--- src/rtl/bmcfg_pkg.sv ---
// Purpose: constants for the bus and media option register bank
// Assumes: 32-bit axi4-lite data, 16-bit register in the low half
// Notes: offsets are byte addresses
package bmcfg_pkg;
  localparam logic [3:0] BMCFG_OFF_CFG = 4'h0;
  localparam logic [3:0] BMCFG_OFF_STAT = 4'h4;
  localparam int BMCFG_ADDR_W = 4;
  localparam int BMCFG_B_MEDIA_SELECT = 0;
  localparam int BMCFG_B_WAKE = 2;
  localparam int BMCFG_B_CONVDESEL = 5;
  localparam int BMCFG_B_NOSTAG = 6;
  localparam int BMCFG_B_IRQSTYLE = 7;
  localparam int BMCFG_B_UNLOCK = 8;
  localparam logic [15:0] BMCFG_RST_CFG = 16'h0002;
  localparam logic [15:0] BMCFG_WR_MASK = 16'h0167;
  localparam logic [1:0] BMCFG_RESP_OKAY = 2'h0;
  localparam logic [1:0] BMCFG_RESP_SLVERR = 2'h2;
  typedef enum logic [1:0] {
    BMCFG_MED_SOFT = 2'b00,
    BMCFG_MED_TP = 2'b01,
    BMCFG_MED_AUTO = 2'b10,
    BMCFG_MED_AUI = 2'b11
  } bmcfg_med_t;
endpackage

--- src/rtl/bmcfg_sync2.sv ---
// Purpose: two flip-flop synchroniser for a vector of levels
// Assumes: inputs are slow levels from outside the clock domain
// Notes: first stage feeds only the second stage
`timescale 1ns/1ns
`default_nettype none
module bmcfg_sync2 #(
  parameter int W = 1
) (
  input wire logic sys_clk, // system clock
  input wire logic rst_n, // synchronised reset, active low
  input wire logic ce, // clock enable
  input wire logic [W-1:0] din, // asynchronous levels
  output logic [W-1:0] dout // synchronised levels
);
  logic [W-1:0] s1_q;
  logic [W-1:0] s1_d;
  logic [W-1:0] s2_d;
  // next values hold while clock enable is low
  always_comb begin
    s1_d = ce ? din : s1_q;
    s2_d = ce ? s1_q : dout;
  end
  // two stage register
  always_ff @(posedge sys_clk or negedge rst_n) begin
    if (!rst_n) begin
      s1_q <= '0;
      dout <= '0;
    end else begin
      s1_q <= s1_d;
      dout <= s2_d;
    end
  end
endmodule
`default_nettype wire

--- src/rtl/bmcfg_top.sv ---
// Purpose: bus and media option bits behind an axi4-lite slave
// Assumes: pins from outside are synchronised here; 100 MHz sys_clk
// Notes: the config word sits at offset 0, live status at offset 4
`timescale 1ns/1ns
`default_nettype none
// Function
// with write unlock clear, block station address store and flash writes
// bit 7 is read-only: one for level interrupts, zero for edge
// no-stagger zero staggers data drive behind address in bus master
// no-stagger one drives data and address together; resets to zero
// converter deselect one drives converter select to deselected
// deselect zero with aui active enables the dc-dc converter
// wake enable one keeps twisted-pair receiver alive in sleep
// link indicator shows twisted-pair link, active when link passes
// wake enable zero disables wake; only meaningful with twisted pair
// media select 00 mode reg, 01 tp, 10 auto default, 11 aui
module bmcfg_top
  import bmcfg_pkg::*;
#(
  parameter int ADDR_W = BMCFG_ADDR_W
) (
  input wire logic sys_clk, // system clock
  input wire logic nrst, // asynchronous reset, active low
  input wire logic ce, // clock enable, freezes state when low
  input wire logic [ADDR_W-1:0] s_axi_awaddr, // write address
  input wire logic s_axi_awvalid, // write address valid
  output logic s_axi_awready, // write address ready
  input wire logic [31:0] s_axi_wdata, // write data
  input wire logic [3:0] s_axi_wstrb, // write byte strobes
  input wire logic s_axi_wvalid, // write data valid
  output logic s_axi_wready, // write data ready
  output logic [1:0] s_axi_bresp, // write response
  output logic s_axi_bvalid, // write response valid
  input wire logic s_axi_bready, // write response ready
  input wire logic [ADDR_W-1:0] s_axi_araddr, // read address
  input wire logic s_axi_arvalid, // read address valid
  output logic s_axi_arready, // read address ready
  output logic [31:0] s_axi_rdata, // read data
  output logic [1:0] s_axi_rresp, // read response
  output logic s_axi_rvalid, // read data valid
  input wire logic s_axi_rready, // read data ready
  input wire logic irq_level_strap, // pin: high selects level interrupts
  input wire logic link_pass, // pin: twisted-pair link passes
  input wire logic sleep_req, // pin: device in sleep
  input wire logic mode_reg_aui, // same clock: mode register picks aui
  input wire logic auto_aui, // same clock: auto select chose aui
  input wire logic bus_master, // same clock: bus master cycle running
  input wire logic prom_wr_req, // same clock: address store write request
  input wire logic flash_wr_req, // same clock: flash write request
  output logic prom_wr_en, // gated address store write strobe
  output logic flash_wr_en, // gated flash write strobe
  output logic data_drive_stagger, // data drive lags address drive
  output logic converter_select_out, // low enables dc-dc converter
  output logic tp_rx_sleep_on, // keep tp receiver on during sleep
  output logic link_indicator, // link status, active low
  output logic aui_active, // aui is the active medium
  output logic [1:0] media_select // current media select field
);
  // reset release through two flip-flops
  logic rst_s1_q;
  logic rst_n;

  // the first flip-flop feeds only the second, so release is clean
  always_ff @(posedge sys_clk or negedge nrst) begin
    if (!nrst) begin
      rst_s1_q <= 1'b0;
      rst_n <= 1'b0;
    end else begin
      rst_s1_q <= 1'b1;
      rst_n <= rst_s1_q;
    end
  end

  // pin inputs synchronised
  logic [2:0] pins_s;
  bmcfg_sync2 #(.W(3)) u_sync (
    .sys_clk(sys_clk),
    .rst_n(rst_n),
    .ce(ce),
    .din({sleep_req, link_pass, irq_level_strap}),
    .dout(pins_s)
  );

  // synchronised pin levels, named by what they carry
  logic irq_lvl_s;
  logic link_s;
  logic sleep_s;
  assign irq_lvl_s = pins_s[0];
  assign link_s = pins_s[1];
  assign sleep_s = pins_s[2];

  // register and bus state
  logic [15:0] cfg_q, cfg_d;
  logic aw_got_q, aw_got_d;
  logic w_got_q, w_got_d;
  logic [ADDR_W-1:0] awaddr_q, awaddr_d;
  logic [31:0] wdata_q, wdata_d;
  logic [3:0] wstrb_q, wstrb_d;
  logic bvalid_q, bvalid_d;
  logic [1:0] bresp_q, bresp_d;
  logic rvalid_q, rvalid_d;
  logic [31:0] rdata_q, rdata_d;
  logic [1:0] rresp_q, rresp_d;
  logic [15:0] rd_word;
  logic [15:0] wr_new;
  logic do_write;

  // read word assembly: irq style flag comes from the strap only
  always_comb begin
    rd_word = cfg_q;
    rd_word[BMCFG_B_IRQSTYLE] = irq_lvl_s;
  end

  // write channels are taken in either order, response after both
  // each item is captured here at the same edge that its ready pulse goes out
  always_comb begin
    aw_got_d = aw_got_q;
    w_got_d = w_got_q;
    awaddr_d = awaddr_q;
    wdata_d = wdata_q;
    wstrb_d = wstrb_q;
    bvalid_d = bvalid_q;
    bresp_d = bresp_q;
    cfg_d = cfg_q;
    wr_new = cfg_q;
    do_write = 1'b0;
    if (s_axi_awvalid && !aw_got_q && !bvalid_q) begin
      aw_got_d = 1'b1;
      awaddr_d = s_axi_awaddr;
    end
    if (s_axi_wvalid && !w_got_q && !bvalid_q) begin
      w_got_d = 1'b1;
      wdata_d = s_axi_wdata;
      wstrb_d = s_axi_wstrb;
    end
    if (aw_got_q && w_got_q) begin
      do_write = 1'b1;
      aw_got_d = 1'b0;
      w_got_d = 1'b0;
      bvalid_d = 1'b1;
      bresp_d = BMCFG_RESP_OKAY;
      if (awaddr_q[ADDR_W-1:2] == BMCFG_OFF_CFG[ADDR_W-1:2]) begin
        if (wstrb_q[0]) begin
          wr_new[7:0] = wdata_q[7:0];
        end
        if (wstrb_q[1]) begin
          wr_new[15:8] = wdata_q[15:8];
        end
        // only documented writable bits change; bit 7 stays read-only
        cfg_d = (cfg_q & ~BMCFG_WR_MASK) | (wr_new & BMCFG_WR_MASK);
      end else if (awaddr_q[ADDR_W-1:2] != BMCFG_OFF_STAT[ADDR_W-1:2]) begin
        bresp_d = BMCFG_RESP_SLVERR;
      end
    end
    if (bvalid_q && s_axi_bready) begin
      bvalid_d = 1'b0;
    end
  end

  // read channel: one cycle to rvalid, held until rready
  // read data are captured with rvalid and stand until rready
  always_comb begin
    rvalid_d = rvalid_q;
    rdata_d = rdata_q;
    rresp_d = rresp_q;
    if (rvalid_q && s_axi_rready) begin
      rvalid_d = 1'b0;
    end else if (s_axi_arvalid && !rvalid_q) begin
      rvalid_d = 1'b1;
      rresp_d = BMCFG_RESP_OKAY;
      if (s_axi_araddr[ADDR_W-1:2] == BMCFG_OFF_CFG[ADDR_W-1:2]) begin
        rdata_d = {16'h0000, rd_word};
      end else if (s_axi_araddr[ADDR_W-1:2] ==
                   BMCFG_OFF_STAT[ADDR_W-1:2]) begin
        rdata_d = {29'h0000000, sleep_s, aui_active, link_s};
      end else begin
        rdata_d = 32'h00000000;
        rresp_d = BMCFG_RESP_SLVERR;
      end
    end
  end

  // write side and register flip-flops
  always_ff @(posedge sys_clk or negedge rst_n) begin
    if (!rst_n) begin
      cfg_q <= BMCFG_RST_CFG;
      aw_got_q <= 1'b0;
      w_got_q <= 1'b0;
      awaddr_q <= '0;
      wdata_q <= 32'h00000000;
      wstrb_q <= 4'h0;
      bvalid_q <= 1'b0;
      bresp_q <= BMCFG_RESP_OKAY;
    end else if (ce) begin
      cfg_q <= cfg_d;
      aw_got_q <= aw_got_d;
      w_got_q <= w_got_d;
      awaddr_q <= awaddr_d;
      wdata_q <= wdata_d;
      wstrb_q <= wstrb_d;
      bvalid_q <= bvalid_d;
      bresp_q <= bresp_d;
    end
  end

  // read side flip-flops
  always_ff @(posedge sys_clk or negedge rst_n) begin
    if (!rst_n) begin
      rvalid_q <= 1'b0;
      rdata_q <= 32'h00000000;
      rresp_q <= BMCFG_RESP_OKAY;
    end else if (ce) begin
      rvalid_q <= rvalid_d;
      rdata_q <= rdata_d;
      rresp_q <= rresp_d;
    end
  end

  // ready signals registered; one pulse per accepted item
  // ready drops after one pulse so one item is never taken twice
  logic awready_d, wready_d, arready_d;
  always_comb begin
    awready_d = s_axi_awvalid && !aw_got_q && !bvalid_q && !s_axi_awready;
    wready_d = s_axi_wvalid && !w_got_q && !bvalid_q && !s_axi_wready;
    arready_d = s_axi_arvalid && !rvalid_q && !s_axi_arready;
  end

  // media decode and option outputs
  logic aui_d;
  logic [15:0] c;
  assign c = cfg_q;

  // soft and auto choices come from other logic on this clock
  always_comb begin
    case (bmcfg_med_t'(c[BMCFG_B_MEDIA_SELECT +: 2]))
      BMCFG_MED_SOFT: aui_d = mode_reg_aui;
      BMCFG_MED_TP: aui_d = 1'b0;
      BMCFG_MED_AUTO: aui_d = auto_aui;
      BMCFG_MED_AUI: aui_d = 1'b1;
      default: aui_d = 1'b0;
    endcase
  end

  // gated strobes and option levels, next values
  logic prom_en_d, flash_en_d, stag_d, conv_d, wake_d, led_d;

  always_comb begin
    prom_en_d = prom_wr_req && c[BMCFG_B_UNLOCK];
    flash_en_d = flash_wr_req && c[BMCFG_B_UNLOCK];
    // stagger only in bus master cycles with the bit clear
    stag_d = bus_master && !c[BMCFG_B_NOSTAG];
    // low enables converter; deselect bit or tp medium forces high
    conv_d = c[BMCFG_B_CONVDESEL] || !aui_d;
    // wake receiver only with bit set, tp medium, in sleep
    wake_d = c[BMCFG_B_WAKE] && !aui_d && sleep_s;
    led_d = !link_s;
  end

  // bus ready flip-flops
  always_ff @(posedge sys_clk or negedge rst_n) begin
    if (!rst_n) begin
      s_axi_awready <= 1'b0;
      s_axi_wready <= 1'b0;
      s_axi_arready <= 1'b0;
    end else if (ce) begin
      s_axi_awready <= awready_d;
      s_axi_wready <= wready_d;
      s_axi_arready <= arready_d;
    end
  end

  // option output flip-flops
  always_ff @(posedge sys_clk or negedge rst_n) begin
    if (!rst_n) begin
      prom_wr_en <= 1'b0;
      flash_wr_en <= 1'b0;
      data_drive_stagger <= 1'b0;
      converter_select_out <= 1'b1;
      tp_rx_sleep_on <= 1'b0;
      link_indicator <= 1'b1;
      aui_active <= 1'b0;
      media_select <= BMCFG_MED_AUTO;
    end else if (ce) begin
      prom_wr_en <= prom_en_d;
      flash_wr_en <= flash_en_d;
      data_drive_stagger <= stag_d;
      converter_select_out <= conv_d;
      tp_rx_sleep_on <= wake_d;
      link_indicator <= led_d;
      aui_active <= aui_d;
      media_select <= c[BMCFG_B_MEDIA_SELECT +: 2];
    end
  end

  // response channels come straight from their flip-flops
  assign s_axi_bvalid = bvalid_q;
  assign s_axi_bresp = bresp_q;
  assign s_axi_rvalid = rvalid_q;
  assign s_axi_rdata = rdata_q;
  assign s_axi_rresp = rresp_q;
endmodule
`default_nettype wire

--- config.mk ---
export PLATFORM = sky130hd
export DESIGN_NAME = bmcfg_top
export DESIGN_NICKNAME = d
export VERILOG_FILES = /design/src/rtl/bmcfg_pkg.sv /design/src/rtl/bmcfg_sync2.sv /design/src/rtl/bmcfg_top.sv
export SDC_FILE = /design/constraint.sdc
export NUM_CORES = 1
export LEC_CHECK = 0
export BUFFER_PORTS_ARGS = -buffer_cell sky130_fd_sc_hd__buf_2
export CAP_MARGIN = 20
export CORE_UTILIZATION = 45
export DETAILED_ROUTE_END_ITERATION = 10
export GPL_ROUTABILITY_DRIVEN = 0
export PLACE_DENSITY = 0.79
export REMOVE_ABC_BUFFERS = 1
export SETUP_SLACK_MARGIN = 0.5
export SYNTH_ARGS = -nofsm -noshare
export SYNTH_HDL_FRONTEND = slang
export SYNTH_SLANG_ARGS = --single-unit
export TNS_END_PERCENT = 50
--- constraint.sdc ---
create_clock -name sys_clk -period 1.97 [get_ports sys_clk]
set_input_delay 0.2955 -clock sys_clk [delete_from_list [all_inputs] [get_ports sys_clk]]
set_output_delay 0.2955 -clock sys_clk [all_outputs]
set_load 0.1 [all_outputs]
Word level (Yosys, flattened, before mapping)

Cells that the tools add are included.

Bitwise logic cells: 2
Equality and inequality tests: 5
Mux-type cells: 21
Reductions and logical operators: 43

Operator list:

| kind               | count |
|---|---|
| $mux 7             | 3 |
| $logic_and 1x1->1  | 16 |
| $mux 16            | 1 |
| $or 16x9->16       | 1 |
| $reduce_and 2->1   | 7 |
| $mux 1             | 11 |
| $logic_not 1->1    | 10 |
| $mux 2             | 4 |
| $reduce_bool 2->1  | 4 |
| $logic_not 2->1    | 3 |
| $reduce_and 3->1   | 2 |
| $eq 2x1->1 const B | 2 |
| $eq 2x2->1 const B | 2 |
| $pmux 1 s4         | 1 |
| $mux 3             | 1 |
| $ne 2x1->1 const B | 1 |
| $logic_or 1x1->1   | 1 |
| $not 1->1          | 1 |

Logic and storage cells: 97
Input bits: 60
Register bits after elaboration: 91

Depth between registers and ports, before layout

Depth after elaboration: 5
Gate-level depth with buffers: 5
Gate-level depth less buffers: 3

By module

From an unflattened synthesis, not the netlist that was laid out.

Cells, all modules: 174
Area total of the unflattened synthesis: 2162.1 um^2

By module, submodules not included:

| module      | instances | area each (um^2) | cells an instance |
|---|---|---|---|
| bmcfg_top   | 1         | 1910.6           | 161 |
| bmcfg_sync2 | 1         | 251.5            | 13 |

Least setup slack after synthesis

No wires, ideal clock.

Path type: reg2reg
From: register bvalid_q, in the netlist s_axi_bvalid
To: register wdata_q[0]
Required time: 1.845 ns
Arrival time: 1.634 ns
Path slack: 0.211 ns
Stages on the path, launching flop included: 4
Clock period less this slack: 1.759 ns
Buffers on the path: 1
Cells stage by stage: dfrtp_1 > and4bb_1 > buf_6 > mux2_4

Longest elaborated chain between the ends: 3

RTL lines:

| element                           | RTL line         | RTL |
|---|---|---|
| from (decl)                       | bmcfg_top.sv:99  | `logic bvalid_q, bvalid_d;` |
| from (signal assigned)            | bmcfg_top.sv:201 | `bvalid_q <= bvalid_d;` |
| $logic_not 1->1                   | bmcfg_top.sv:131 | `if (s_axi_wvalid && !w_got_q && !bvalid_q) begin` |
| $logic_and 1x1->1                 | bmcfg_top.sv:131 |  |
| $reduce_and 2->1 (no source line) | --               |  |
| to (signal assigned)              | bmcfg_top.sv:199 | `wdata_q <= wdata_d;` |
| to (decl)                         | bmcfg_top.sv:97  | `logic [31:0] wdata_q, wdata_d;` |

Every way passes these cells.
A chain may end at the register's enable or synchronous reset.

Final worst setup path

From: register link_indicator
To: output link_indicator

RTL lines:

| element                | RTL line         | RTL |
|---|---|---|
| from (decl)            | bmcfg_top.sv:55  | `output logic link_indicator,` |
| from (signal assigned) | bmcfg_top.sv:289 | `link_indicator <= led_d;` |

No word-level cell between the ends.

==> metrics.yaml <==
outcome:
  outcome: "finished clean"
routing:
  met3_length_microns: 236
  drt-met1-wl_microns: 1630
  wl_per_cell_microns: 11.6
  final_antenna_net_count: 0
  drt_wl_total_microns: 3470
  highest_layer: "met4"
  num_vias: 1316
  first_iter_violations: 56
  wl_met2_microns: 1540
  vias_per_cell: 4.39
  firstDrtPassIters: 4
  route.detailed.drc: 0
cells_and_area:
  drive_gt1_frac: 0.378
  fill_cells: 432
  final_cell_mix: "buf_2, dfrtp_1, conb_1, nand2_1, mux2_4"
  layout_commonest_cell: "buf_2"
  num_antenna_cells: 0
  area_delta_synth_final_pct: 15.2
  fin_nets: 292
clocking:
  path_clk_slew_ns: 0.08
  cts_root_buffer: "clkbuf_8"
  clk_latency_ns: 0.30
  cts_buffers: 5
  clock_sinks: 49
  cts_tree: "built"
  htreeDepth: 2
  cts.path.max_buffers: 2
critical_path:
  crit_path_end_kind: "output pin"
  cp_top_family: "flip-flops"
  crit_path_max_incr_delay_ns: 0.53
  cp_max_fo: 2
  worst-path-buf-inv: 1
  cp.required_ns: 1.67
  criticalPathCategory: "flop to output pin"
  slowest_stage: "dfstp_2"
  cp.arrival_ns: 1.14
  cp_cell_sequence: "clkbuf_4"
  worstSetupStartpointType: "flop"
yosys:
  synth-edff-count: 0
  yosysSeqAreaShare: 0.557
  synthCells: 174
  synth_cell_type_count: 30
  synth_area_sq_um: 2210
  syn_avg_cell_area_sq_um: 12.7
  ys.flop_type: "dfrtp_1"
  async_flop_share: 1.00
  ys_ff_latch: 49
  ys_warn_count: 0
sta:
  setup_viol: 0
  final.setup.tns_ns: 0
  max_freq_mhz: 695
  hold_slack_ns: 0.182
  worst_slack_ns: 0.530
  fin_skew_ns: 0.00346
  hold_viol: 0
  post-route-min-period_ns: 1.44
  slew_viol_final: 0
  rsz0062_at_grt: "true"
  finalCritPeriodShare: 0.731
power:
  p_total_mw: 4.03
  p_leak_nw: 1.31
  power_density_nw_per_um2: 1580
  max-vdd-ir-drop_mv: 0.950
die:
  core_area_sq_um: 4720
  rows: 25
  dieArea_sq_um: 5200
  die_w_microns: 72.1
  die_y_microns: 72.1
  initial_core_util: 0.468
  io_pins: 110
global_routing:
  grt_pass1_wl_microns: 5850
  antenna_found_initial: 0
  grtUsageTotal: 0.150
  grt_max_degree: 19
  grt_pass1_vias: 1285
  overflow: 0
flow_run:
  drv_cap: 0
placed_design:
  numPortBuffers: 50
  place_ws_ns: 0.599
  dpl.hpwl_microns: 2590
hold_path:
  hold_class: "input port to flop"
==> final cells by class <==
type	instances	area, sq um	area share
clock buffers	8	80.1	0.0314
inverters	7	26.3	0.0103
multi-input cells	112	813	0.319
flip-flops and latches	49	1230	0.484
well taps	67	83.8	0.0329
repair buffers	57	313	0.123
==> cells in the mapped netlist, types with 2 or more instances <==
library cell | count | area, sq um
nor2_1 | 3 | 11.3
buf_4 | 29 | 218
o31ai_1 | 3 | 22.5
nand3_1 | 4 | 20.0
nand2_1 | 18 | 67.6
mux2_1 | 8 | 90.1
buf_2 | 2 | 10.0
mux2i_1 | 5 | 50.1
dfstp_2 | 4 | 105
o21ai_1 | 9 | 45.0
mux2_2 | 5 | 56.3
conb_1 | 2 | 7.51
inv_1 | 7 | 26.3
a21o_1 | 2 | 15.0
dfrtp_1 | 45 | 1130
mux2_4 | 13 | 195
o21ai_0 | 2 | 10.0
==> per-stage QoR <==
step	instance area, sq um	utilization	instances
after global placement	2450	0.519	291
after CTS	2540	0.539	300
after global routing	2550	0.540	300
after detailed placement	2450	0.519	291
final	2550	0.540	300
after floorplan	2070	-	168
==> per-layer routing <==
metal	vias up	track usage
li1	644	-
met1	609	0.202
met2	58	0.219
met3	5	0.0528
met4	0	0.0654
met5	-	0
==> power by group <==
part / total, mW / leakage [nW] / switching, mW / internal [mW]
registers: 1.55 / 0.607 / 0.216 / 1.34
logic: 1.92 / 0.664 / 1.46 / 0.460
clock network: 0.550 / 0.0395 / 0.298 / 0.252
total: 4.03 / 1.31 / 1.98 / 2.05
==> timing repair <==
action,CTS,global route
pin swaps,0,0
gates resized for setup,1,3
hold buffers,1,0
endpoints found under the setup margin,3,3
setup buffers,0,0
endpoints found under the hold margin,2,0
==> sequential cells by signal, summed over array words and instances, names as in the netlist, 2 cells and up <==
name          cells
c                 6
media_select      2
s_axi_rdata       7
awaddr_q          2
u_sync.dout       3
wstrb_q           2
wdata_q           6
u_sync.s1_q       3
==> path summary, 6_finish.rpt <==
path	start	end	slack [ns]	depth (start not counted)
max	link_indicator	link_indicator	0.53	1
min	s_axi_bready	s_axi_bvalid	0.18	2
max reg2reg	w_got_q	wdata_q[8]	0.68	3
min reg2reg	rst_n	c[8]	0.19	0
max in group asynchronous	rst_n	link_indicator	1.16	1
min in group asynchronous	rst_n	c[8]	0.19	0
==> cells by family after synthesis <==
family / synth area share
compound gates: 0.0554
buf+inv: 0.120
simple gates: 0.0877
flops: 0.557
other cells: 0.00339
mux: 0.177
No activity file was read; power rests on OpenSTA's default activity.
